--- config.mk ---
export PLATFORM = sky130hd
export DESIGN_NAME = emzd_top
export DESIGN_NICKNAME = d
export VERILOG_FILES = /design/src/verilog/emzd_pkg.sv /design/src/verilog/emzd_cfg_if.sv /design/src/verilog/emzd_irq_route.sv /design/src/verilog/emzd_top.sv /design/src/verilog/emzd_zone_match.sv
export SDC_FILE = /design/constraint.sdc
export NUM_CORES = 1
export LEC_CHECK = 0
export BUFFER_PORTS_ARGS = -buffer_cell sky130_fd_sc_hd__buf_4
export CORE_ASPECT_RATIO = 0.9
export CORE_MARGIN = 4
export CORE_UTILIZATION = 51
export CTS_CLUSTER_SIZE = 14
export DETAILED_ROUTE_END_ITERATION = 10
export PLACE_DENSITY = 0.79
export REMOVE_ABC_BUFFERS = 1
export SLEW_MARGIN = 25
export SYNTH_ARGS = -nofsm -noshare
export SYNTH_HDL_FRONTEND = slang
export SYNTH_SLANG_ARGS = --single-unit
--- constraint.sdc ---
create_clock -name clk_sys_i -period 8.2 [get_ports clk_sys_i]
set_clock_uncertainty 0.2 [all_clocks]
set_input_delay 0.41 -clock clk_sys_i [delete_from_list [all_inputs] [get_ports clk_sys_i]]
set_output_delay 0.41 -clock clk_sys_i [all_outputs]
set_load 0.02 [all_outputs]
--- src/verilog/emzd_pkg.sv ---
// Package for the expansion memory zone decode block: register indices,
// field positions, reset values and the zone decode helpers.
// Assumes a 32-bit memory address space and registers reached over AHB-Lite.
package emzd_pkg;

  // Register indices; the byte address is four times the index
  localparam logic [7:0] IDX_CTRL = 8'hf8;
  localparam logic [7:0] IDX_BASE_HIGH = 8'hf9;
  localparam logic [7:0] IDX_BASE_LOW = 8'hfa;
  localparam logic [7:0] IDX_ZONE_SIZE = 8'hfb;
  localparam logic [7:0] IDX_IRQ_ROUTE = 8'hfc;
  localparam logic [7:0] IDX_UNLOCK = 8'hfd;
  localparam logic [7:0] IDX_STATUS = 8'hfe;
  localparam logic [7:0] IDX_HIT_COUNT = 8'hff;

  // Field positions
  localparam int CTRL_LOCK_BIT = 7;
  localparam int CTRL_DUAL_BIT = 4;
  localparam int UNLOCK_BIT = 0;
  localparam int STAT_HIT_BIT = 0;
  localparam int STAT_ZONE_ONE_BIT = 1;
  localparam int STAT_IRQ_BIT = 2;
  localparam int STAT_LOCK_BIT = 3;
  localparam int STAT_SIZE_RSVD_BIT = 4;
  localparam int BASE_HIGH_LSB = 24;
  localparam int BASE_LOW_LSB = 16;

  // Reset values
  localparam logic [7:0] RST_BYTE = 8'h00;
  localparam logic [3:0] RST_CODE = 4'h0;

  // Zone size is two to the power of (code plus this offset)
  localparam logic [5:0] SIZE_EXP_OFFSET = 6'h10;
  localparam logic [3:0] SIZE_CODE_MAX = 4'h8;

  // Mask keeping the address bits above the window
  function automatic logic [31:0] zone_mask(input logic [3:0] code);
    logic [5:0] n;
    n = {2'h0, code} + SIZE_EXP_OFFSET;
    return 32'hffffffff << n;
  endfunction

  // Window size in bytes
  function automatic logic [31:0] zone_span(input logic [3:0] code);
    logic [5:0] n;
    n = {2'h0, code} + SIZE_EXP_OFFSET;
    return 32'h00000001 << n;
  endfunction

  // Address lies in the window starting at base
  function automatic logic zone_match(input logic [31:0] addr, input logic [31:0] base,
                                      input logic [3:0] code);
    return (addr & zone_mask(code)) == (base & zone_mask(code));
  endfunction

endpackage

--- src/verilog/emzd_cfg_if.sv ---
// Configuration carrier from the register bank to the decode and routing units.
// Assumes one clock domain; all fields are registered by the bank.
interface emzd_cfg_if;
  logic [7:0] base_high;
  logic [7:0] base_low;
  logic [3:0] size_code;
  logic dual_en;
  logic [3:0] route;

  modport src (output base_high, output base_low, output size_code, output dual_en, output route);
  modport dst (input base_high, input base_low, input size_code, input dual_en, input route);
endinterface

--- src/verilog/emzd_irq_route.sv ---
// Routes the expansion-bus interrupt pin onto one of the host lines 1 to 15.
// Assumes the pin is asynchronous to clk_sys_i.
module emzd_irq_route (
  // Clock and reset
  input wire logic clk_sys_i,
  input wire logic rst_n_i,
  // Configuration
  emzd_cfg_if.dst cfg,
  // Interrupt pin and host lines
  input wire logic ext_bus_irq_input_i,
  output logic ext_irq_sync_o,
  output logic [15:0] host_irq_o
);
  logic meta_reg;
  logic sync_reg;
  logic [15:0] line_reg;

  // Two-flop synchroniser for the pin
  always_ff @(posedge clk_sys_i or negedge rst_n_i) begin
    if (!rst_n_i) begin
      meta_reg <= 1'b0;
      sync_reg <= 1'b0;
    end else begin
      meta_reg <= ext_bus_irq_input_i;
      sync_reg <= meta_reg;
    end
  end

  // One flop per line; line 0 stays low because code zero means routing is off
  genvar gi;
  generate
    for (gi = 0; gi < 16; gi++) begin : g_line
      always_ff @(posedge clk_sys_i or negedge rst_n_i) begin
        if (!rst_n_i) begin
          line_reg[gi] <= 1'b0;
        end else begin
          line_reg[gi] <= (gi != 0) && sync_reg && (cfg.route == 4'(gi));
        end
      end
    end
  endgenerate

  assign ext_irq_sync_o = sync_reg;
  assign host_irq_o = line_reg;
endmodule // emzd_irq_route

--- src/verilog/emzd_top.sv ---
// Expansion memory zone decode: AHB-Lite register bank, zone decode and
// expansion interrupt routing.
// Assumes a single AHB-Lite master, word accesses and a 100 MHz clk_sys_i.
//
// Overview of operation
// - High base byte is address bits 31-24
// - Low base byte is bits 23-16; rest zero
// - Zone size is two to code plus sixteen
// - Map code routes interrupt to IRQ1-15, zero off
// - Base and size registers reset to zero
// - Lock makes base and size read-only
// - Dual mode adds equal zone above first
module emzd_top #(
  parameter int HIT_CNT_W = 16
) (
  // Clock and reset
  input wire logic clk_sys_i,
  input wire logic rst_n_i,
  // AHB-Lite slave
  input wire logic hsel_i,
  input wire logic [31:0] haddr_i,
  input wire logic [1:0] htrans_i,
  input wire logic hwrite_i,
  input wire logic [2:0] hsize_i,
  input wire logic [31:0] hwdata_i,
  input wire logic hready_i,
  output logic [31:0] hrdata_o,
  output logic hreadyout_o,
  output logic hresp_o,
  // Memory cycles to decode
  input wire logic mem_valid_i,
  input wire logic [31:0] mem_addr_i,
  output logic zone_hit_o,
  output logic zone_one_o,
  // Interrupt routing
  input wire logic ext_bus_irq_input_i,
  output logic [15:0] host_irq_o
);

  // Elaboration check on the counter width
  generate
    if (HIT_CNT_W < 1 || HIT_CNT_W > 32) begin : g_bad_width
      $error("HIT_CNT_W must lie between 1 and 32");
    end
  endgenerate

  // Index match, used by every register decode
  function automatic logic idx_is(input logic [7:0] idx, input logic [7:0] want);
    return idx == want;
  endfunction

  emzd_cfg_if cfg ();

  // Register state
  logic [7:0] zone_base_high_reg;
  logic [7:0] zone_base_high_next;
  logic [7:0] zone_base_low_reg;
  logic [7:0] zone_base_low_next;
  logic [3:0] zone_size_reg;
  logic [3:0] zone_size_next;
  logic [3:0] ext_irq_route_reg;
  logic [3:0] ext_irq_route_next;
  logic memory_map_lock_reg;
  logic memory_map_lock_next;
  logic dual_user_zone_enable_reg;
  logic dual_user_zone_enable_next;
  logic [HIT_CNT_W-1:0] hit_count_reg;
  logic [HIT_CNT_W-1:0] hit_count_next;

  // Bus state
  logic wr_pend_reg;
  logic [7:0] wr_idx_reg;
  logic [31:0] hrdata_reg;
  logic [31:0] hrdata_next;
  logic hreadyout_reg;
  logic hresp_reg;

  // Status from the units
  logic zone_hit_w;
  logic zone_one_w;
  logic ext_irq_sync_w;

  // Address phase decode: one aligned word per register, above the map reads zero
  logic addr_ok;
  logic addr_phase;
  logic [7:0] addr_idx;
  assign addr_ok = (haddr_i[31:10] == 22'h000000) && (haddr_i[1:0] == 2'h0);
  assign addr_phase = hsel_i && htrans_i[1] && hready_i;
  assign addr_idx = addr_ok ? haddr_i[9:2] : 8'h00;

  // Data phase write strobes; the lock gates the zone registers and itself
  logic wr_any;
  logic wr_ctrl;
  logic wr_high;
  logic wr_low;
  logic wr_size;
  logic wr_route;
  logic wr_unlock;
  logic wr_count;
  logic [7:0] wdata;
  assign wr_any = wr_pend_reg;
  assign wdata = hwdata_i[7:0];
  assign wr_ctrl = wr_any && idx_is(wr_idx_reg, emzd_pkg::IDX_CTRL) && !memory_map_lock_reg;
  assign wr_high = wr_any && idx_is(wr_idx_reg, emzd_pkg::IDX_BASE_HIGH) && !memory_map_lock_reg;
  assign wr_low = wr_any && idx_is(wr_idx_reg, emzd_pkg::IDX_BASE_LOW) && !memory_map_lock_reg;
  assign wr_size = wr_any && idx_is(wr_idx_reg, emzd_pkg::IDX_ZONE_SIZE) && !memory_map_lock_reg;
  assign wr_route = wr_any && idx_is(wr_idx_reg, emzd_pkg::IDX_IRQ_ROUTE);
  assign wr_unlock = wr_any && idx_is(wr_idx_reg, emzd_pkg::IDX_UNLOCK) && wdata[emzd_pkg::UNLOCK_BIT];
  assign wr_count = wr_any && idx_is(wr_idx_reg, emzd_pkg::IDX_HIT_COUNT);

  // Next values of the configuration registers
  assign zone_base_high_next = wr_high ? wdata : zone_base_high_reg;
  assign zone_base_low_next = wr_low ? wdata : zone_base_low_reg;
  assign zone_size_next = wr_size ? wdata[3:0] : zone_size_reg;
  assign ext_irq_route_next = wr_route ? wdata[3:0] : ext_irq_route_reg;
  assign dual_user_zone_enable_next = wr_ctrl ? wdata[emzd_pkg::CTRL_DUAL_BIT] : dual_user_zone_enable_reg;

  // Unlock wins over a lock write in the same cycle; once set only unlock or reset clears
  assign memory_map_lock_next = wr_unlock ? 1'b0 :
                                wr_ctrl ? wdata[emzd_pkg::CTRL_LOCK_BIT] :
                                memory_map_lock_reg;

  // Hit counter: a hit in the clearing cycle is still counted
  assign hit_count_next = wr_count ? HIT_CNT_W'(zone_hit_w) :
                          hit_count_reg + HIT_CNT_W'(zone_hit_w);

  // Status word shows live decode and pin state
  logic [7:0] status_w;
  assign status_w = {3'h0,
                     zone_size_reg > emzd_pkg::SIZE_CODE_MAX,
                     memory_map_lock_reg,
                     ext_irq_sync_w,
                     zone_one_w,
                     zone_hit_w};

  // Read mux uses the next values so a read right after a write sees the new data
  logic [31:0] rd_ctrl;
  logic [31:0] rd_count;
  assign rd_ctrl = {24'h000000, memory_map_lock_next, 2'h0, dual_user_zone_enable_next, 4'h0};
  assign rd_count = 32'(hit_count_next);
  assign hrdata_next =
    idx_is(addr_idx, emzd_pkg::IDX_CTRL) ? rd_ctrl :
    idx_is(addr_idx, emzd_pkg::IDX_BASE_HIGH) ? {24'h000000, zone_base_high_next} :
    idx_is(addr_idx, emzd_pkg::IDX_BASE_LOW) ? {24'h000000, zone_base_low_next} :
    idx_is(addr_idx, emzd_pkg::IDX_ZONE_SIZE) ? {28'h0000000, zone_size_next} :
    idx_is(addr_idx, emzd_pkg::IDX_IRQ_ROUTE) ? {28'h0000000, ext_irq_route_next} :
    idx_is(addr_idx, emzd_pkg::IDX_STATUS) ? {24'h000000, status_w} :
    idx_is(addr_idx, emzd_pkg::IDX_HIT_COUNT) ? rd_count :
    32'h00000000;

  // Bus pipeline: zero wait states, always OKAY
  always_ff @(posedge clk_sys_i or negedge rst_n_i) begin
    if (!rst_n_i) begin
      wr_pend_reg <= 1'b0;
      wr_idx_reg <= 8'h00;
      hrdata_reg <= 32'h00000000;
      hreadyout_reg <= 1'b1;
      hresp_reg <= 1'b0;
    end else begin
      wr_pend_reg <= addr_phase && hwrite_i && addr_ok;
      wr_idx_reg <= addr_idx;
      hreadyout_reg <= 1'b1;
      hresp_reg <= 1'b0;
      if (addr_phase && !hwrite_i) begin
        hrdata_reg <= hrdata_next;
      end
    end
  end

  // Zone registers clear on reset
  always_ff @(posedge clk_sys_i or negedge rst_n_i) begin
    if (!rst_n_i) begin
      zone_base_high_reg <= emzd_pkg::RST_BYTE;
      zone_base_low_reg <= emzd_pkg::RST_BYTE;
      zone_size_reg <= emzd_pkg::RST_CODE;
      ext_irq_route_reg <= emzd_pkg::RST_CODE;
      memory_map_lock_reg <= 1'b0;
      dual_user_zone_enable_reg <= 1'b0;
    end else begin
      zone_base_high_reg <= zone_base_high_next;
      zone_base_low_reg <= zone_base_low_next;
      zone_size_reg <= zone_size_next;
      ext_irq_route_reg <= ext_irq_route_next;
      memory_map_lock_reg <= memory_map_lock_next;
      dual_user_zone_enable_reg <= dual_user_zone_enable_next;
    end
  end

  // Hit counter
  always_ff @(posedge clk_sys_i or negedge rst_n_i) begin
    if (!rst_n_i) begin
      hit_count_reg <= '0;
    end else begin
      hit_count_reg <= hit_count_next;
    end
  end

  // Configuration to the units
  assign cfg.base_high = zone_base_high_reg;
  assign cfg.base_low = zone_base_low_reg;
  assign cfg.size_code = zone_size_reg;
  assign cfg.dual_en = dual_user_zone_enable_reg;
  assign cfg.route = ext_irq_route_reg;

  // Decode and routing units; misaligned bases are not corrected, the mask simply ignores low bits
  emzd_zone_match u_zone (
    .clk_sys_i (clk_sys_i),
    .rst_n_i (rst_n_i),
    .cfg (cfg.dst),
    .mem_valid_i (mem_valid_i),
    .mem_addr_i (mem_addr_i),
    .zone_hit_o (zone_hit_w),
    .zone_one_o (zone_one_w)
  );

  emzd_irq_route u_irq (
    .clk_sys_i (clk_sys_i),
    .rst_n_i (rst_n_i),
    .cfg (cfg.dst),
    .ext_bus_irq_input_i (ext_bus_irq_input_i),
    .ext_irq_sync_o (ext_irq_sync_w),
    .host_irq_o (host_irq_o)
  );

  // Outputs straight from flops
  assign hrdata_o = hrdata_reg;
  assign hreadyout_o = hreadyout_reg;
  assign hresp_o = hresp_reg;
  assign zone_hit_o = zone_hit_w;
  assign zone_one_o = zone_one_w;

endmodule // emzd_top

--- src/verilog/emzd_zone_match.sv ---
// Memory zone decode: flags cycles that fall into zone 0 or zone 1.
// Assumes mem_addr_i and mem_valid_i come from logic on clk_sys_i.
module emzd_zone_match (
  // Clock and reset
  input wire logic clk_sys_i,
  input wire logic rst_n_i,
  // Configuration
  emzd_cfg_if.dst cfg,
  // Memory cycle
  input wire logic mem_valid_i,
  input wire logic [31:0] mem_addr_i,
  // Decode result
  output logic zone_hit_o,
  output logic zone_one_o
);
  logic [31:0] base0;
  logic [31:0] base1;
  logic size_ok;
  logic hit0;
  logic hit1;
  logic zone_hit_reg;
  logic zone_one_reg;

  // Base from the two bytes, low 16 bits zero
  assign base0 = {cfg.base_high, cfg.base_low, 16'h0000};
  // Second zone sits right above the first
  assign base1 = base0 + emzd_pkg::zone_span(cfg.size_code);
  // Reserved size codes decode nothing rather than a guessed window
  assign size_ok = cfg.size_code <= emzd_pkg::SIZE_CODE_MAX;
  assign hit0 = size_ok && emzd_pkg::zone_match(mem_addr_i, base0, cfg.size_code);
  assign hit1 = size_ok && cfg.dual_en && emzd_pkg::zone_match(mem_addr_i, base1, cfg.size_code);

  // Result registered one cycle after the cycle is offered
  always_ff @(posedge clk_sys_i or negedge rst_n_i) begin
    if (!rst_n_i) begin
      zone_hit_reg <= 1'b0;
      zone_one_reg <= 1'b0;
    end else begin
      zone_hit_reg <= mem_valid_i && (hit0 || hit1);
      zone_one_reg <= mem_valid_i && !hit0 && hit1;
    end
  end

  assign zone_hit_o = zone_hit_reg;
  assign zone_one_o = zone_one_reg;
endmodule // emzd_zone_match
==> impl_metrics.ini, run 1 <==
[clocking]
postCtsSetupBuffers = 0
htreeDepth = 3
clk_path_buf_depth = 2
cts-buffers-inserted = 9
clock_latency_ps = 330
cts_sinks = 86
clock-root-buffer = clkbuf_16
cts.clk_slew.worst_paths_ps = 60
cts_tree = done

[placement]
dp_hpwl_mm = 11.6
port_buffers = 96
place_inst = 771
place_area_um2 = 5990
pre_cts_ws_ps = 4220
routabilityCongestion = 0.991

[sta]
fmax_mhz = 245
relSlewSlack = 0.429
rsz0062_at_grt = false
maxSlewViolCount = 0
worst_slack_ps = 4130
hold_viol = 0
min_period_ps = 4070
whs_ps = 98.0
fin_crit_sh = 0.497
fin_setup_tns_ps = 0
finalSetupViolations = 0
tightest_slew_ps = 855

[floorplan]
fp-row-count = 34
dieArea_um2 = 12000
core_um2 = 9870
pin_count = 160
die_h_um = 104
start_util = 0.531
die_x_um = 115

[grt]
grtUsageTotal = 0.254
overflow = 0
grt_max_degree = 87
grt_first_pass_wirelength_mm = 24.4
antenna_found_initial = 0
grt_pass1_vias = 4642

[setup_path]
cp-end-kind = register
r2r_start = cfg.size_code[2]
crit_required_ps = 8220
worstSetupPathType = register to register
cp.arrival_ps = 4100
crit_path_start = cfg.size_code[2]
startpoint_type = register
cp_max_fo = 25

[hold_path]
worstHoldStart = haddr_i[6]
hp-class = primary input to register

[route]
viasPerCell = 5.95
final_antenna_net_count = 0
drtIter0Drc = 484
wl_per_cell_um = 19.2
drt-pass1-iter-count = 5
drc = 0
routed_wl_mm = 15.2
num_vias = 4685

[finish]
finalNetCount = 783
diodes = 0
seq_area_um2 = 2150
drive_above_1_share = 0.219
final_area_um2 = 6320
post-route-util = 0.641
layout_commonest_cell = buf_4
fill_cells = 846
multi_input_area_um2 = 2920
instances_no_fill = 788
final_cell_mix = buf_4, dfrtp_1, nor2_1
syn2layout_area_growth_pct = 20.6

[logic_synthesis]
synthCells = 568
synth_edf_count = 0
synthTopCellsByArea = dfrtp_1, mux2_2, nor2_1
netlist_area_um2 = 5240
synth_area_per_cell_um2 = 9.23
synth_ff_type = dfrtp_1
synth.top_cell.area_share = 0.410
ys_ff_latch = 86
synth_seq_area_share = 0.410
synth_warnings = 0
synth_top_area_cell = dfrtp_1
async_reset_ff_frac = 1.00
yosysUniqueCellTypes = 60

[power_and_ir_drop]
cellPowerDensity_nw_per_um2 = 154
power.total_uw = 972
vdd_drop_max_uv = 115
leakage_nw = 3.06

[run]
drv_cap = 0

[outcome]
outcome = finished, final reports clean
routing by layer:
layer  GRT usage  vias to the layer above  share of wire
li1            -                     2173              -
met1       0.366                     2278           0.43
met2       0.405                      213           0.48
met3      0.0390                       21          0.073
met4      0.0578                        0          0.014
met5           0                        -              0
power breakdown:
part | switching [mW] | internal, mW
Sequential | 0.00584 | 0.432
Clock | 0.167 | 0.266
Combinational | 0.0579 | 0.0437
Total | 0.231 | 0.742
kinds of logic (layout without fill, tap and decap cells):
kind of cell	Yosys count	in the layout	synth area share
and+or+nand+nor	237	237	0.221
AOI/OAI and AO/OA	95	95	0.123
muxes	31	31	0.0649
buffers and inverters	46	123	0.0465
adders and majority gates	17	17	0.0420
DFF	86	86	0.410
other	2	19	0.00143
xor gates and xnor gates	54	54	0.0902
critical path: stages (launching register included):
cell,delay (ps)
dfrtp_1,880
nor2_1,210
and3_1,270
fa_1,520
xnor2_1,110
nor3_1,70
a21oi_1,200
o2111ai_1,130
a311oi_1,340
o2111ai_1,180
or4_4,550
o31ai_1,300
final timing paths:
path / endpoint / slack [ps] / depth (start not counted)
min in group asynchronous: hrdata_o[11] / 480 / 2
min: wr_idx_reg[4] / 100 / 2
max: u_zone.zone_hit_o / 4130 / 11
max reg2reg: u_zone.zone_hit_o / 4130 / 11
min reg2reg: u_irq.ext_irq_sync_o / 160 / 0
max in group asynchronous: hit_count_reg[1] / 6790 / 2
cell usage after synthesis (16+ instances only):
library cell	number
dfrtp_1	86
nor2_1	67
nand2_1	57
a21oi_1	28
xnor2_1	27
xor2_1	27
mux2_2	24
nand3_1	21
nor3_1	20
buf_4	19
clkbuf_1	18
ha_1	16
layout make-up:
type                       instances  share of cell area
clock buffer                      10              0.0362
timing repair buffer              99               0.119
inverter                           9             0.00534
multi-input combinational        453               0.461
sequential                        86               0.340
clock inverter                     5              0.0133
tap                              126              0.0249
what timing repair did:
action | in CTS | in global routing
resized for setup | 0 | 0
hold buffers | 1 | 1
endpoints found under the hold margin | 1 | 18
setup endpoints to repair | 0 | 0
No activity file was read; power rests on OpenSTA's default activity.
==> run 2: changes to the inputs <==
- ABC_AREA: default -> 1
- PLACE_DENSITY: 0.79 -> 0.78
- clock period: 8.2 -> 4.23 ns (I/O delays scaled with it)
==> run 2 against run 1 <==
  * Critical path depth increased by 6
  * Area after synthesis increased by 9.8%
  * Design area increased by 10%
  * Critical endpoint is now u_zone.zone_one_o
  * Highest routed layer unchanged
==> impl_metrics.ini, run 2 <==
[setup_path]
startpoint_type = register
worstSetupPathType = register to register
cp_max_fo = 7
cp.arrival_ps = 3020
crit_required_ps = 4300
cp_cell_sequence = nor2_4 > inv_1 > nor2_1 > fa_1 > inv_1 > nand2_1 > nand2_1 > nor2_1 > nor2_1 > nand3_1 > nor2_1 > nand4_1 > nor2_1 > nand3_1 > nor2_1 > nand3_1 > nor2_1
cp-end-kind = register
cp_slowest_stage_delay_ps = 480
crit_top_cell = nor2_1
cpMaxStageDelayCell = dfrtp_1

[grt]
grtUsageTotal = 0.228
grt_max_degree = 87
overflow = 0
grt_pass1_vias = 5119
antenna_found_initial = 0
grt_first_pass_wirelength_mm = 24.0

[logic_synthesis]
yosysUniqueCellTypes = 44
synth.top_cell.area_share = 0.374
async_reset_ff_frac = 1.00
synth_common_cells = nand2_1, inv_1, nor2_1, dfrtp_1, nand3_1
ys_ff_latch = 86
synth_seq_area_share = 0.374
synthCells = 826
netlist_area_um2 = 5760
synthTopCellsByArea = dfrtp_1, nand2_1, inv_1
synth_top_area_cell = dfrtp_1
synth_warnings = 0
yosysMostFrequentCell = nand2_1
synth_edf_count = 0
synth_area_per_cell_um2 = 6.97
synth_ff_type = dfrtp_1

[placement]
dp_hpwl_mm = 11.3
port_buffers = 96
routabilityCongestion = 0.963

[clocking]
cts.clk_slew.worst_paths_ps = 70
cts_tree = done
htreeDepth = 3
clock_latency_ps = 340
cts_sinks = 86
clock-root-buffer = clkbuf_16
cts-buffers-inserted = 9
post_cts_resized = 0
clk_path_buf_depth = 2

[floorplan]
dieArea_um2 = 13100
die_h_um = 109
die_x_um = 120
start_util = 0.526
fp-row-count = 36
core_um2 = 10900
pin_count = 160

[sta]
fmax_mhz = 339
finalSetupViolations = 0
min_period_ps = 2950
rsz0062_at_grt = false
whs_ps = 6.80
tightest_slew_ps = 764
maxSlewViolCount = 0
hold_viol = 0
fin_crit_sh = 0.698
fin_setup_tns_ps = 0
relSlewSlack = 0.491

[route]
drc = 0
final_antenna_net_count = 0
drt-pass1-iter-count = 5
topRoutingLayerUsed = met4
num_vias = 5459
met1_length_mm = 6.52
wl_met2_mm = 6.90
viasPerCell = 4.99
drtIter0Drc = 335
routed_wl_mm = 14.4
wl_met3_um = 799
wl_per_cell_um = 13.2

[power_and_ir_drop]
vdd_drop_max_uv = 214
leakage_nw = 3.97
cellPowerDensity_nw_per_um2 = 247

[hold_path]
hp-class = primary input to register

[outcome]
outcome = finished, final reports clean

[finish]
final_cell_mix = nand2_1, inv_1, nor2_1
syn2layout_area_growth_pct = 20.9
layout_commonest_cell = nand2_1
diodes = 0
drive_above_1_share = 0.155
fill_cells = 1008
finalNetCount = 1061

[run]
drv_cap = 0
run 2: final cells by class:
type	instances	area, µm²	area share
clock buffers	9	225	0.0324
clock inverters	7	65.1	0.00935
inverters	125	469	0.0674
multi-input cells	606	3010	0.433
flip-flops and latches	86	2150	0.309
well taps	152	190	0.0273
repair buffers	108	845	0.121
run 2: per-layer routing:
layer	global-route usage	vias to the layer above
li1	-	2799
met1	0.305	2479
met2	0.397	161
met3	0.0311	20
met4	0.0507	0
met5	0	-
run 2: kinds of logic after synthesis:
| logic type | synth area share |
|---|---|
| xor+xnor | 0.0319 |
| compound gates | 0.0961 |
| other cells | 0.00130 |
| buf+inv | 0.114 |
| simple gates | 0.344 |
| flops | 0.374 |
| fa+ha+maj | 0.0383 |
run 2: worst max-delay path: cells and delay by family (launching register included):
family                   cells  cell delay [ps]
buffers and inverters        2              200
adder cells (fa/ha/maj)      1              470
flip-flops                   1              480
AND/OR/NAND/NOR             14             1520
run 2: path summary, 6_finish.rpt:
kind	start	to	slack, ps	cells after the start
setup / recovery	cfg.size_code[3]	u_zone.zone_one_o	1280	17
max in group asynchronous	rst_n_i	hit_count_reg[14]	3000	2
setup reg to reg	cfg.size_code[3]	u_zone.zone_one_o	1280	17
hold / removal	hwdata_i[0]	cfg.base_low[0]	7	3
hold reg to reg	u_irq.meta_reg	u_irq.ext_irq_sync_o	150	0
min in group asynchronous	rst_n_i	u_irq.host_irq_o[6]	300	2
run 2: through the flow:
step	total power, mW	cell area [µm²]	std cells	util	setup slack, ps
2_1_floorplan	0.886	5630	817	-	1730
3_3_place_gp	0.962	6540	1065	0.598	1320
3_5_place_dp	0.963	6550	1065	0.598	1300
4_1_cts	1.73	6960	1093	0.636	1270
5_1_grt	1.78	6960	1093	0.636	918
6_report	1.72	6960	1093	0.636	1280
run 2: what timing repair did:
| item | 4_1_cts | 5_1_grt |
|---|---|---|
| hold buffers | 12 | 0 |
| endpoints found under the setup margin | 0 | 0 |
| hold endpoints to repair | 97 | 0 |
| buffers inserted | 0 | 0 |
run 2: power breakdown:
group          internal, mW  leakage [nW]  total [mW]  switching [mW]
registers             0.824          1.09       0.825         0.00149
logic                0.0570          2.74       0.131          0.0740
clock network         0.414         0.141       0.764           0.350
total                  1.29          3.97        1.72           0.426
